<file path="config.mk">
export PLATFORM = sky130hd
export DESIGN_NAME = eeprom_host
export DESIGN_NICKNAME = d
export VERILOG_FILES = /design/src/eeprom_host_pkg.sv /design/src/eeprom_host.sv /design/src/pin_sync.sv
export SDC_FILE = /design/constraint.sdc
export NUM_CORES = 1
export LEC_CHECK = 0
export ABC_AREA = 1
export ABC_CLOCK_PERIOD_IN_PS = 2300
export BUFFER_PORTS_ARGS = -buffer_cell sky130_fd_sc_hd__buf_2
export CAP_MARGIN = 0
export CORE_MARGIN = 2
export CORE_UTILIZATION = 35
export CTS_CLUSTER_DIAMETER = 120
export CTS_CLUSTER_SIZE = 14
export DETAILED_ROUTE_END_ITERATION = 6
export SYNTH_ARGS = -nofsm -noshare
export SYNTH_HDL_FRONTEND = slang
export SYNTH_SLANG_ARGS = --single-unit
</file>
<file path="constraint.sdc">
create_clock -name clock -period 2.3 [get_ports clock]
set_input_delay 0.345 -clock clock [delete_from_list [all_inputs] [get_ports clock]]
set_output_delay 0.345 -clock clock [all_outputs]
set_load 0.01 [all_outputs]
</file>
<file path="src/eeprom_host_pkg.sv">
// constants for the parallel eeprom host controller
// assumes a 25 MHz system clock and the slowest read grade of the memory
package eeprom_host_pkg;

  localparam int CLK_PERIOD_NS = 40;

  // memory geometry
  localparam int ADDR_W = 13;
  localparam int DATA_W = 8;
  localparam logic [12:0] ID_ROW_BASE = 13'h1fe0;
  localparam logic [7:0] ID_ROW_TOP_BITS = 8'hff;

  // pin timing in ns, us or ms as each name says; least times round up to whole cycles
  localparam int T_ACC_NS = 250;
  localparam int T_AS_NS = 10;
  localparam int T_WPL_NS = 100;
  localparam int T_AH_NS = 50;
  localparam int T_OFF_NS = 70;
  localparam int T_DB_NS = 50;
  localparam int T_WC_US = 2000;
  localparam int T_CLEAR_MS = 10;

  localparam int ACC_CYC = (T_ACC_NS + CLK_PERIOD_NS - 1) / CLK_PERIOD_NS;
  localparam int AS_CYC = (T_AS_NS + CLK_PERIOD_NS - 1) / CLK_PERIOD_NS;
  localparam int WPL_CYC = (T_WPL_NS + CLK_PERIOD_NS - 1) / CLK_PERIOD_NS;
  localparam int AH_CYC = (T_AH_NS + CLK_PERIOD_NS - 1) / CLK_PERIOD_NS;
  localparam int OFF_CYC = (T_OFF_NS + CLK_PERIOD_NS - 1) / CLK_PERIOD_NS;
  localparam int DB_CYC = (T_DB_NS + CLK_PERIOD_NS - 1) / CLK_PERIOD_NS;
  localparam int WC_CYC = (T_WC_US * 1000) / CLK_PERIOD_NS;
  localparam int CLEAR_CYC = (T_CLEAR_MS * 1000000) / CLK_PERIOD_NS;

  // pin input synchroniser depth
  localparam int SYNC_LAT = 3;

  localparam int CNT_W = 20;

  typedef enum logic [8:0] {
    ST_IDLE  = 9'b000000001,
    ST_READ  = 9'b000000010,
    ST_GAP   = 9'b000000100,
    ST_SETUP = 9'b000001000,
    ST_PULSE = 9'b000010000,
    ST_HOLD  = 9'b000100000,
    ST_WAIT  = 9'b001000000,
    ST_CLEAR = 9'b010000000,
    ST_SPARE = 9'b100000000
  } host_state_e;

endpackage

</file>
<file path="src/eeprom_host.sv">
// host controller driving an 8K x 8 parallel eeprom through its pins
// assumes a pull-up on the shared ready/busy line and level shifters that
// put 12 V on output-enable and on the id-row address line when asked
//
// How it works
// - write starts with a write-enable low pulse, chip on, outputs off
// - polling mode rereads the written address until bit 7 matches or the write-cycle timeout runs out
// - id row uses the high-voltage address line and 1fe0 to 1fff
// - chip clear: output-enable at 12 V, chip and write enables low
`timescale 1ns/1ps
module eeprom_host
  import eeprom_host_pkg::*;
#(
  parameter int WC_CYCLES    = WC_CYC,
  parameter int CLEAR_CYCLES = CLEAR_CYC
)(
  input  wire logic              clock,
  input  wire logic              srst,
  input  wire logic              cmd_valid,
  output logic                   cmd_ready,
  input  wire logic              cmd_write,
  input  wire logic              cmd_clear,
  input  wire logic              cmd_id_row,
  input  wire logic              cmd_poll,
  input  wire logic [ADDR_W-1:0] cmd_addr,
  input  wire logic [DATA_W-1:0] cmd_wdata,
  output logic                   rsp_valid,
  output logic      [DATA_W-1:0] rsp_rdata,
  output logic                   rsp_timeout,
  output logic      [ADDR_W-1:0] mem_addr,
  output logic                   chip_en_n,
  output logic                   out_en_n,
  output logic                   write_en_n,
  output logic                   out_en_hv,
  output logic                   id_row_hv_addr_line,
  output logic      [DATA_W-1:0] data_out,
  output logic                   data_oe,
  input  wire logic [DATA_W-1:0] data_in,
  input  wire logic              ready_busy
);

  if (WC_CYCLES < 1 || WC_CYCLES >= (1 << CNT_W) ||
      CLEAR_CYCLES < 1 || CLEAR_CYCLES >= (1 << CNT_W))
  begin : g_bad_count
    $error("eeprom_host cycle counts must fit the counter");
  end

  host_state_e             state;
  logic [CNT_W-1:0]        cnt;
  logic [CNT_W-1:0]        tmo;
  logic                    polling;
  logic                    poll_mode;
  logic                    clearing;
  logic [DATA_W-1:0]       data_s;
  logic                    rdy_s;
  logic                    take;
  logic                    poll_hit;

  pin_sync #(
    .WIDTH       (DATA_W + 1),
    .RESET_VALUE ({1'b1, 8'h00})
  ) u_sync (
    .clock (clock),
    .srst  (srst),
    .pin   ({ready_busy, data_in}),
    .value ({rdy_s, data_s})
  );

  // writes and clears wait here for a ready memory
  assign take = cmd_valid && cmd_ready &&
                ((!cmd_write && !cmd_clear) || rdy_s);
  assign poll_hit = data_s[DATA_W-1] == data_out[DATA_W-1];

  // sequencer and pins
  always_ff @(posedge clock)
  begin
    if (srst)
    begin
      state <= ST_IDLE;
      cnt <= '0;
      cmd_ready <= 1'b0;
      polling <= 1'b0;
      poll_mode <= 1'b0;
      clearing <= 1'b0;
      rsp_valid <= 1'b0;
      rsp_rdata <= '0;
      rsp_timeout <= 1'b0;
      mem_addr <= '0;
      chip_en_n <= 1'b1;
      out_en_n <= 1'b1;
      write_en_n <= 1'b1;
      out_en_hv <= 1'b0;
      id_row_hv_addr_line <= 1'b0;
      data_out <= '0;
      data_oe <= 1'b0;
    end
    else
    begin
      rsp_valid <= 1'b0;
      unique case (state)
        ST_IDLE:
        begin
          cmd_ready <= 1'b1;
          if (take)
          begin
            cmd_ready <= 1'b0;
            rsp_timeout <= 1'b0;
            poll_mode <= cmd_poll;
            clearing <= cmd_clear;
            data_out <= cmd_wdata;
            mem_addr <= cmd_addr;
            chip_en_n <= 1'b0;
            if (cmd_clear)
            begin
              // id row stays out of reach of a clear
              id_row_hv_addr_line <= 1'b0;
              write_en_n <= 1'b0;
              out_en_hv <= 1'b1;
              cnt <= CNT_W'(CLEAR_CYCLES - 1);
              state <= ST_CLEAR;
            end
            else
            begin
              if (cmd_id_row)
              begin
                mem_addr <= ID_ROW_BASE | cmd_addr;
              end
              id_row_hv_addr_line <= cmd_id_row;
              if (cmd_write)
              begin
                data_oe <= 1'b1;
                cnt <= CNT_W'(AS_CYC - 1);
                state <= ST_SETUP;
              end
              else
              begin
                out_en_n <= 1'b0;
                cnt <= CNT_W'(ACC_CYC + SYNC_LAT - 1);
                state <= ST_READ;
              end
            end
          end
        end
        ST_READ:
        begin
          if (cnt != '0)
          begin
            cnt <= cnt - 1'b1;
          end
          else
          begin
            chip_en_n <= 1'b1;
            out_en_n <= 1'b1;
            cnt <= CNT_W'(OFF_CYC - 1);
            state <= ST_GAP;
            if (!polling || poll_hit || tmo == '0)
            begin
              polling <= 1'b0;
              rsp_valid <= 1'b1;
              rsp_rdata <= data_s;
              rsp_timeout <= polling && !poll_hit;
            end
          end
        end
        ST_GAP:
        begin
          // memory outputs need toff to float before the next access
          if (cnt != '0)
          begin
            cnt <= cnt - 1'b1;
          end
          else if (polling)
          begin
            chip_en_n <= 1'b0;
            out_en_n <= 1'b0;
            cnt <= CNT_W'(ACC_CYC + SYNC_LAT - 1);
            state <= ST_READ;
          end
          else
          begin
            id_row_hv_addr_line <= 1'b0;
            cmd_ready <= 1'b1;
            state <= ST_IDLE;
          end
        end
        ST_SETUP:
        begin
          if (cnt != '0)
          begin
            cnt <= cnt - 1'b1;
          end
          else
          begin
            write_en_n <= 1'b0;
            cnt <= CNT_W'(WPL_CYC - 1);
            state <= ST_PULSE;
          end
        end
        ST_PULSE:
        begin
          if (cnt != '0)
          begin
            cnt <= cnt - 1'b1;
          end
          else
          begin
            write_en_n <= 1'b1;
            cnt <= CNT_W'(AH_CYC - 1);
            state <= ST_HOLD;
          end
        end
        ST_HOLD:
        begin
          if (cnt != '0)
          begin
            cnt <= cnt - 1'b1;
          end
          else
          begin
            chip_en_n <= 1'b1;
            data_oe <= 1'b0;
            cnt <= CNT_W'(DB_CYC + SYNC_LAT);
            state <= ST_WAIT;
          end
        end
        ST_CLEAR:
        begin
          if (cnt != '0)
          begin
            cnt <= cnt - 1'b1;
          end
          else
          begin
            write_en_n <= 1'b1;
            chip_en_n <= 1'b1;
            out_en_hv <= 1'b0;
            cnt <= CNT_W'(DB_CYC + SYNC_LAT);
            state <= ST_WAIT;
          end
        end
        ST_WAIT:
        begin
          // busy may take tdb plus sync delay to show, so hold off sampling
          if (cnt != '0)
          begin
            cnt <= cnt - 1'b1;
          end
          else if (poll_mode && !clearing)
          begin
            polling <= 1'b1;
            chip_en_n <= 1'b0;
            out_en_n <= 1'b0;
            cnt <= CNT_W'(ACC_CYC + SYNC_LAT - 1);
            state <= ST_READ;
          end
          else if (rdy_s || tmo == '0)
          begin
            rsp_valid <= 1'b1;
            rsp_rdata <= data_out;
            rsp_timeout <= !rdy_s;
            id_row_hv_addr_line <= 1'b0;
            cmd_ready <= 1'b1;
            state <= ST_IDLE;
          end
        end
        default:
        begin
          state <= ST_IDLE;
        end
      endcase
    end
  end

  // write-cycle timeout, armed when the write pulse starts or the clear pulse ends
  always_ff @(posedge clock)
  begin
    if (srst)
    begin
      tmo <= '0;
    end
    else if (state == ST_SETUP || state == ST_CLEAR)
    begin
      tmo <= CNT_W'(WC_CYCLES);
    end
    else if (tmo != '0)
    begin
      tmo <= tmo - 1'b1;
    end
  end
endmodule

</file>
<file path="src/pin_sync.sv">
// three-stage synchroniser for pins arriving from outside the clock domain
// assumes pins may change at any time; a change is taken once stages 2 and 3
// agree
`timescale 1ns/1ps
module pin_sync
  import eeprom_host_pkg::*;
#(
  parameter int               WIDTH       = 9,
  parameter logic [WIDTH-1:0] RESET_VALUE = '0
)(
  input  wire logic             clock,
  input  wire logic             srst,
  input  wire logic [WIDTH-1:0] pin,
  output logic      [WIDTH-1:0] value
);

  if (WIDTH < 1)
  begin : g_bad_width
    $error("pin_sync width must be at least 1");
  end

  for (genvar i = 0; i < WIDTH; i++)
  begin : g_bit
    logic s1;
    logic s2;
    logic s3;
    logic v;

    // one driver per output bit
    assign value[i] = v;

    // s1 feeds s2 only, so a metastable first stage never reaches logic
    always_ff @(posedge clock)
    begin
      if (srst)
      begin
        s1 <= RESET_VALUE[i];
        s2 <= RESET_VALUE[i];
        s3 <= RESET_VALUE[i];
        v <= RESET_VALUE[i];
      end
      else
      begin
        s1 <= pin[i];
        s2 <= s1;
        s3 <= s2;
        if (s2 == s3)
        begin
          v <= s3;
        end
      end
    end
  end

endmodule

</file>
==> results of run 1 <==
## worst min path at each step
stage / from / end / cells past startpoint
2_1_floorplan: u_sync.g_bit[0].s1$_SDFF_PP0_ / u_sync.g_bit[0].s2$_SDFF_PP0_ / 2
3_3_place_gp: u_sync.g_bit[4].s1$_SDFF_PP0_ / u_sync.g_bit[4].s2$_SDFF_PP0_ / 2
3_5_place_dp: u_sync.g_bit[6].s1$_SDFF_PP0_ / u_sync.g_bit[6].s2$_SDFF_PP0_ / 2
4_1_cts: ready_busy / u_sync.g_bit[8].s1$_SDFF_PP1_ / 2
5_1_grt: ready_busy / u_sync.g_bit[8].s1$_SDFF_PP1_ / 2
6_report: ready_busy / u_sync.g_bit[8].s1$_SDFF_PP1_ / 2
## stage by stage
step / total power, uW / util (%) / std cells / cell area [um2]
2_1_floorplan: 6690 / - / 887 / 6080
3_3_place_gp: 7790 / 39.4 / 1178 / 6740
3_5_place_dp: 7780 / 39.4 / 1178 / 6740
4_1_cts: 10500 / 42.8 / 1210 / 7330
5_1_grt: 11300 / 42.8 / 1210 / 7330
6_report: 10500 / 42.8 / 1210 / 7330
## cells in the mapped netlist (3+ instances only)
| library cell | n | area (um2) |
|---|---|---|
| o211ai_1 | 4 | 30.0 |
| clkbuf_1 | 11 | 41.3 |
| nand3_1 | 46 | 230 |
| ha_1 | 4 | 50.1 |
| a21oi_1 | 58 | 290 |
| dfxtp_1 | 125 | 2500 |
| nand2_1 | 158 | 593 |
| o21ai_0 | 62 | 310 |
| nand2_2 | 11 | 68.8 |
| a21oi_2 | 5 | 43.8 |
| nand3_2 | 4 | 40.0 |
| inv_1 | 91 | 342 |
| nor2_1 | 190 | 713 |
| buf_2 | 9 | 45.0 |
| nor2_4 | 5 | 56.3 |
| xor2_1 | 12 | 105 |
| nand4_1 | 11 | 68.8 |
| or2_2 | 9 | 56.3 |
| a211oi_1 | 6 | 45.0 |
| xnor2_1 | 3 | 26.3 |
| nor3_1 | 16 | 80.1 |
| nand2_4 | 3 | 33.8 |
| inv_2 | 10 | 37.5 |
| nor2_2 | 11 | 68.8 |
## cells by family (layout without fill, tap and decap cells)
| logic type | count (synthesis) | count (layout) | synth area share [%] |
|---|---|---|---|
| adders and majority gates | 4 | 4 | 0.823 |
| buffers and inverters | 128 | 226 | 8.50 |
| xor gates and xnor gates | 15 | 15 | 2.16 |
| and+or+nand+nor | 473 | 473 | 34.7 |
| DFF | 125 | 125 | 41.1 |
| AOI/OAI and AO/OA | 142 | 142 | 12.7 |
## cell type report
| class | instances | area, um2 |
|---|---|---|
| Clock buffer | 17 | 425 |
| Inverter | 105 | 400 |
| Clock inverter | 15 | 163 |
| Fill cell | 1760 | 9790 |
| Sequential cell | 125 | 2500 |
| Timing Repair Buffer | 89 | 495 |
| Tap cell | 225 | 282 |
| Multi-Input combinational cell | 634 | 3060 |
## critical path, delay by kind of cell, from the launching register on
| family | cells | cell delay (ps) |
|---|---|---|
| AND/OR/NAND/NOR | 7 | 1460 |
| flip-flops | 1 | 340 |
| AO/OA/AOI/OAI | 1 | 130 |
## metal layers
| metal | up-vias | global-route usage (%) |
|---|---|---|
| met5 | - | 0 |
| met4 | 0 | 6.94 |
| met3 | 20 | 4.36 |
| met2 | 124 | 27.6 |
| met1 | 2616 | 22.7 |
| li1 | 3003 | - |
## power breakdown
part | internal (uW) | total (uW) | switching (uW)
Combinational | 1680 | 4860 | 3180
Clock | 1610 | 2690 | 1070
Sequential | 2600 | 2940 | 339
Total | 5890 | 10500 | 4590
## flip-flops by register name, summed over array words and instances (netlist names), 9 cells and up
name and cells:
cnt 20, mem_addr 13, tmo 20, u_sync.g_bit.s1 9
u_sync.g_bit.s2 9, u_sync.g_bit.s3 9, u_sync.g_bit.v 9
==> flow_summary.ini, run 1 <==
[drt]
drt_first_pass_iters = 5
vias_per_cell = 4.76
drcViolationCount = 0
ant_nets = 0
topRoutingLayerUsed = met4
via_count = 5763
wl_per_cell_um = 12.9
wl_met1_mm = 7.48
wl_met2_mm = 7.09
wirelength_mm = 15.6
dr_wl_met3_um = 711
drt-initial-drc-count = 388

[final_layout]
final_cell_mix = nor2_1, nand2_1, dfxtp_1
drive_gt1_share_pct = 18.9
final_common_cell = nor2_1
diodes = 0
fin_nets = 1013
area_growth_pct = 20.5

[power]
power_density_nw_per_um2 = 1430
ir_drop_mv = 0.575
leakagePower_uw = 0.00345

[sta]
post-route-min-period_ps = 2050
rsz0062_at_grt = false
fin_crit_sh_pct = 89.3
max_freq_mhz = 487
finalClockSkew_ps = 14.1
setup_viol = 0
setup_ws_ps = 245
fin_hold_ws_ps = 108
finalSetupTns_ps = 0
hold_viol_final = 0
tightest_slew_ps = 716
slew-limit-headroom_pct = 52.1
drv_slew = 0

[critical_path]
end_kind = flip-flop
ff2ff_path_depth = 8
timing.rr.end = cnt[12]$_SDFFE_PP0P_
max_stage_delay_ps = 440
cp.required_ps = 2590
rr_startpoint = state[7]$_SDFFE_PP0P_
path_cells = nor2_2 -> nand2_4 -> nor2_4 -> nor2_1 -> nand3_2 -> nand3_4 -> nor2_2 -> a21oi_1
path_max_fanout = 23
endpoint = cnt[12]$_SDFFE_PP0P_
start_kind = flip-flop
crit_slowest_cell = nor2_2
crit_path_frequent_cell = nor2_2
crit_type = reg2reg
crit_arrival_ps = 2340
crit_start = state[7]$_SDFFE_PP0P_
rrSetupSlack_ps = 250

[job]
drv_cap = 0

[floorplan]
dieHeight_um = 136
ios = 75
rows = 48
fp.coreArea_um2 = 17100
die_x_um = 136
start_util_pct = 35.5
die-area_um2 = 18400

[logic_synthesis]
ys_seq_area_share_pct = 41.1
syn-num-nets = 928
synth_cells = 887
synth_edf_count = 0
ys_async_sr_fraction_pct = 0
netlist_area_um2 = 6080
ys_ff_latch = 125
ys_types = 43
syn_area_per_cell_um2 = 6.86
synth_flop_cell = dfxtp_1
ys_warn_count = 0

[outcome]
status = completed

[placed_design]
dp_hpwl_mm = 10.9
place_congestion = 0.843
dpl_worst_slack_ps = 302
port_buffers = 74

[clock_network]
htree_levels = 4
clk-insertion-delay-late_ps = 430
cts_hold_buffers = 0
cts_made_buffers = 17
cts.clk_slew.worst_paths_ps = 60
cts_resized = 0
cts-root-buf = clkbuf_16
cts_max_path_buffers = 2
cts_tree = yes
post_cts.repair.setup_buffers = 0
cts_sinks = 125

[hold_path]
hold_class = in2reg

[grt]
grt_pass1_vias = 5204
grt_pass1_wl_mm = 25.5
antenna_found_initial = 0
overflow = 0
grtUsageTotal_pct = 17.4
grt_max_degree = 63
(Power assumes the default switching activity.)
==> inputs of run 2 (changes only) <==
--- a/config.mk
+++ b/config.mk
@@ -11,6 +11,7 @@
 export CAP_MARGIN = 0
 export CORE_MARGIN = 2
 export CORE_UTILIZATION = 35
+export CTS_BUF_LIST = sky130_fd_sc_hd__clkbuf_8
 export CTS_CLUSTER_DIAMETER = 120
 export CTS_CLUSTER_SIZE = 14
 export DETAILED_ROUTE_END_ITERATION = 6
==> run 2 against run 1 <==
  * Power decreased by 7.1%
  * Sequential share of layout area up 0.92 points
  * Final cell count did not move
  * Critical path type unchanged
  * Highest routed layer unchanged
==> flow_summary.ini, run 2 (synthesized netlist as in run 1, its figures left out) <==
[outcome]
status = completed

[power]
leakagePower_uw = 0.00336
ir_drop_mv = 0.476
p_comb_share_pct = 49.8
finalPower_uw = 9740
power_density_nw_per_um2 = 1360
p_int_uw = 5260
seqPwrFrac_pct = 30.1
power_frac_clock_pct = 20.0
p_sw_uw = 4480
netSwitchingFraction_pct = 46.0

[drt]
via_count = 5736
wl_per_cell_um = 12.7
drt_first_pass_iters = 6
drcViolationCount = 0
drt-initial-drc-count = 319
wl_met2_mm = 6.93
vias_per_cell = 4.74
ant_nets = 0
wl_met1_mm = 7.29
topRoutingLayerUsed = met4
wirelength_mm = 15.4
dr_wl_met3_um = 830

[clock_network]
htree_levels = 4
cts_tree = yes
cts_made_buffers = 17
cts-root-buf = clkbuf_8
cts_resized = 0
cts_sinks = 125
clk-insertion-delay-late_ps = 450
cts_hold_buffers = 0
cts_max_path_buffers = 2
cts.clk_slew.worst_paths_ps = 80
post_cts.repair.setup_buffers = 0

[critical_path]
ff2ff_path_depth = 8
crit_type = reg2reg
crit_arrival_ps = 2360
timing.rr.end = cnt[12]$_SDFFE_PP0P_
rrSetupSlack_ps = 260
end_kind = flip-flop
path_max_fanout = 23
start_kind = flip-flop
crit_start = state[7]$_SDFFE_PP0P_
rr_startpoint = state[7]$_SDFFE_PP0P_
endpoint = cnt[12]$_SDFFE_PP0P_
cp.required_ps = 2620

[sta]
setup_viol = 0
hold_viol_final = 0
tightest_slew_ps = 708
finalClockSkew_ps = 14.6
rsz0062_at_grt = false
finalSetupTns_ps = 0
slew-limit-headroom_pct = 52.6
max_freq_mhz = 491
fin_crit_sh_pct = 88.6
drv_slew = 0
post-route-min-period_ps = 2040

[job]
drv_cap = 0

[floorplan]
rows = 48
dieHeight_um = 136
die_x_um = 136
ios = 75
die-area_um2 = 18400
fp.coreArea_um2 = 17100
start_util_pct = 35.5

[placed_design]
dp.cells = 1178
port_buffers = 74
place_congestion = 0.843
dp_hpwl_mm = 10.9

[final_layout]
drive_gt1_share_pct = 18.9
area_growth_pct = 17.4
fin_cells = 1210
reg_top3 = cnt (20), tmo (20), mem_addr (13)
utilization_pct = 41.7
ff_latch_area_um2 = 2500
diodes = 0
multi_input_area_um2 = 3060
final_cell_mix = nor2_1, nand2_1, dfxtp_1
final_common_cell = nor2_1
fin_nets = 1013
final.fill_count = 1792

[grt]
overflow = 0
grtUsageTotal_pct = 17.2
grt_max_degree = 63
grt_pass1_wl_mm = 25.2
grt_pass1_vias = 5148
antenna_found_initial = 0

[hold_path]
hold_class = in2reg
hold_path_depth = 2
## run 2: changes by cell type in the layout (fill, tap and decap cells not counted)
cell / change
clkbuf_8: +17
clkbuf_16: -17
## run 2: routing by layer
metal,GRT usage [%],vias up
met5,0,-
met4,6.94,0
met3,3.88,22
met2,27.1,135
met1,22.8,2583
li1,-,2996
## run 2: final cells by class
| type | count | area share (%) |
|---|---|---|
| tap | 225 | 3.94 |
| inverter | 105 | 5.61 |
| timing repair buffer | 89 | 6.94 |
| sequential | 125 | 35.1 |
| multi-input combinational | 634 | 42.9 |
| clock buffer | 17 | 3.28 |
| clock inverter | 15 | 2.28 |
## run 2: worst max-delay path, cell delays in order (launching register included)
cell	delay, ps
dfxtp_1	340
nor2_2	180
nand2_4	110
nor2_4	250
nor2_1	110
nand3_2	110
nand3_4	250
nor2_2	430
a21oi_1	130
## run 2: worst min-delay path by stage
| stage | to | start |
|---|---|---|
| 2_1_floorplan | u_sync.g_bit[0].s2$_SDFF_PP0_ | u_sync.g_bit[0].s1$_SDFF_PP0_ |
| 4_1_cts | u_sync.g_bit[8].s1$_SDFF_PP1_ | ready_busy |
| 6_report | u_sync.g_bit[8].s1$_SDFF_PP1_ | ready_busy |
| 3_3_place_gp | u_sync.g_bit[4].s2$_SDFF_PP0_ | u_sync.g_bit[4].s1$_SDFF_PP0_ |
| 3_5_place_dp | u_sync.g_bit[6].s2$_SDFF_PP0_ | u_sync.g_bit[6].s1$_SDFF_PP0_ |
| 5_1_grt | u_sync.g_bit[8].s1$_SDFF_PP1_ | ready_busy |
## run 2: metrics by stage
stage,worst slack (ps),area (um2),hold slack [ps]
final,262,7140,83.6
after global routing,38.9,7140,66.2
after CTS,267,7140,62.7
after detailed placement,302,6740,394
after global placement,253,6740,389
after floorplan,654,6080,388
## run 2: power groups by stage
stage | Combinational (uW) | Sequential, uW | Clock (uW)
floorplan | 3730 | 2950 | 0
global placement | 4810 | 2980 | 0
detailed placement | 4800 | 2980 | 0
CTS | 4840 | 2930 | 2000
global route | 5490 | 2990 | 2100
finish | 4850 | 2930 | 1950
==> inputs of run 3 (changes only) <==
--- a/config.mk
+++ b/config.mk
@@ -6,15 +6,16 @@
 export NUM_CORES = 1
 export LEC_CHECK = 0
 export ABC_AREA = 1
-export ABC_CLOCK_PERIOD_IN_PS = 2300
-export BUFFER_PORTS_ARGS = -buffer_cell sky130_fd_sc_hd__buf_2
+export ABC_CLOCK_PERIOD_IN_PS = 1900
+export BUFFER_PORTS_ARGS = -buffer_cell sky130_fd_sc_hd__buf_4
 export CAP_MARGIN = 0
 export CORE_MARGIN = 2
-export CORE_UTILIZATION = 35
+export CORE_UTILIZATION = 60
 export CTS_BUF_LIST = sky130_fd_sc_hd__clkbuf_8
 export CTS_CLUSTER_DIAMETER = 120
 export CTS_CLUSTER_SIZE = 14
 export DETAILED_ROUTE_END_ITERATION = 6
+export PLACE_DENSITY = 0.82
 export SYNTH_ARGS = -nofsm -noshare
 export SYNTH_HDL_FRONTEND = slang
 export SYNTH_SLANG_ARGS = --single-unit
==> constraint.sdc (replaced) <==
create_clock -name clock -period 1.9 [get_ports clock]
set_input_delay 0.285 -clock clock [delete_from_list [all_inputs] [get_ports clock]]
set_output_delay 0.285 -clock clock [all_outputs]
set_load 0.01 [all_outputs]
==> run 3 against run 2 <==
  * Global-route usage increased by 11 points
  * Sequential share of layout area decreased by 1.1 points
  * Power increased by 26%
  * Non-clock buffer count increased by 13
  * Worst hold slack got worse by 41 ps
  * Largest cell class unchanged
  * Worst setup slack got worse by 140 ps
  * Flip-flop and latch count unchanged
==> flow_summary.ini, run 3 (synthesized netlist as in run 1, its figures left out) <==
[final_layout]
utilization_pct = 75.1
drive_gt1_share_pct = 20.5
finalInstanceArea_um2 = 7380
area_growth_pct = 21.3
final_cell_mix = nor2_1, nand2_1, dfxtp_1
reg_top3 = cnt (20), tmo (20), mem_addr (13)
final.fill_count = 798
diodes = 0
fin_nets = 1026
final_common_cell = nor2_1

[sta]
fin_crit_sh_pct = 93.4
setup_viol = 0
slew-limit-headroom_pct = 75.1
hold_viol_final = 0
drv_slew = 0
max_freq_mhz = 564
fin_hold_ws_ps = 42.3
post-route-min-period_ps = 1770
finalClockSkew_ps = 14.1
tightest_slew_ps = 372

[drt]
drt_first_pass_iters = 5
drt-initial-drc-count = 338
ant_nets = 0
via_count = 5920
wl_met1_mm = 6.61
wl_per_cell_um = 13.3
drcViolationCount = 0
vias_per_cell = 5.24
topRoutingLayerUsed = met4
wl_met2_mm = 7.02
dr_wl_met3_mm = 1.08
wirelength_mm = 15.0

[critical_path]
crit_type = reg2reg
cp.required_ps = 2270
crit_arrival_ps = 2150
path_max_fanout = 7
end_kind = flip-flop
start_kind = flip-flop

[outcome]
status = completed

[floorplan]
die-area_um2 = 11000
dieHeight_um = 105
rows = 36
ios = 75
start_util_pct = 61.9
fp.coreArea_um2 = 9820
die_x_um = 105

[power]
p_sw_uw = 5500
leakagePower_uw = 0.00348
ir_drop_mv = 1.04
finalPower_uw = 12300
p_int_uw = 6800
p_comb_share_pct = 51.5
power_frac_clock_pct = 19.5
power_density_nw_per_um2 = 1670
netSwitchingFraction_pct = 44.7
seqPwrFrac_pct = 29.0

[job]
drv_cap = 0

[clock_network]
htree_levels = 4
clk-insertion-delay-late_ps = 440
cts_max_path_buffers = 2
cts_tree = yes
cts_sinks = 125
cts-root-buf = clkbuf_8
cts.clk_slew.worst_paths_ps = 70
cts_made_buffers = 17

[hold_path]
hold_class = in2reg

[grt]
grt_pass1_vias = 5545
grtUsageTotal_pct = 27.8
grt_pass1_wl_mm = 24.7
grt_max_degree = 63
antenna_found_initial = 0
overflow = 0

[placed_design]
place_congestion = 0.996
placed_cell_area_um2 = 6910
port_buffers = 74
dp_hpwl_mm = 10.6
-- run 3: final cells by class --
type | count | area [um2] | area share, %
Clock buffer | 17 | 234 | 3.17
Clock inverter | 14 | 169 | 2.29
Inverter | 105 | 400 | 5.43
Multi-Input combinational cell | 634 | 3100 | 42.0
Sequential cell | 125 | 2500 | 33.9
Tap cell | 133 | 166 | 2.26
Timing Repair Buffer | 102 | 810 | 11.0
-- run 3: final timing paths --
kind                                       from                             to  slack (ps)  cells past startpoint
setup / recovery            cnt[9]$_SDFFE_PP0P_      rsp_rdata[6]$_SDFFE_PP0P_         130                     10
setup reg to reg            cnt[9]$_SDFFE_PP0P_      rsp_rdata[6]$_SDFFE_PP0P_         130                     10
hold reg to reg   u_sync.g_bit[2].s1$_SDFF_PP0_  u_sync.g_bit[2].s2$_SDFF_PP0_         410                      2
hold / removal                       data_in[1]  u_sync.g_bit[1].s1$_SDFF_PP0_          40                      3
-- run 3: routing by layer --
metal | up-vias | track usage [%]
met2 | 203 | 45.6
met3 | 33 | 7.99
met4 | 0 | 11.2
li1 | 3029 | -
met1 | 2655 | 34.3
met5 | - | 0
-- run 3: metrics by stage --
stage,setup TNS (ps),worst slack (ps),std cells
after floorplan,0,254,887
after global placement,0,147,1095
after detailed placement,0,105,1095
after CTS,0,62.1,1126
after global routing,-2.12,-1.53,1130
final,0,126,1130
-- run 3: power by group through the flow --
stage,logic [uW],clock network (uW),registers (uW)
after CTS,6170,2430,3550
after global routing,7110,2560,3630
after detailed placement,6120,0,3600
final,6340,2390,3570
after global placement,6030,0,3590
after floorplan,4520,0,3580
-- run 3: worst max-delay path, stage by stage (launching register included) --
cell and delay (ps):
dfxtp_1 350, nor2_2 150, nand2_1 100, nor2_4 210, nand3_4 160, clkinv_2 140
nand4_1 120, nand2_2 150, buf_4 140, o21ai_0 90, nor2_1 100
-- run 3: repair_timing --
action	CTS	global route
gates resized for setup	0	13
hold buffers	0	1
hold endpoints to repair	0	1
buffers inserted	0	3
setup endpoints to repair	0	33
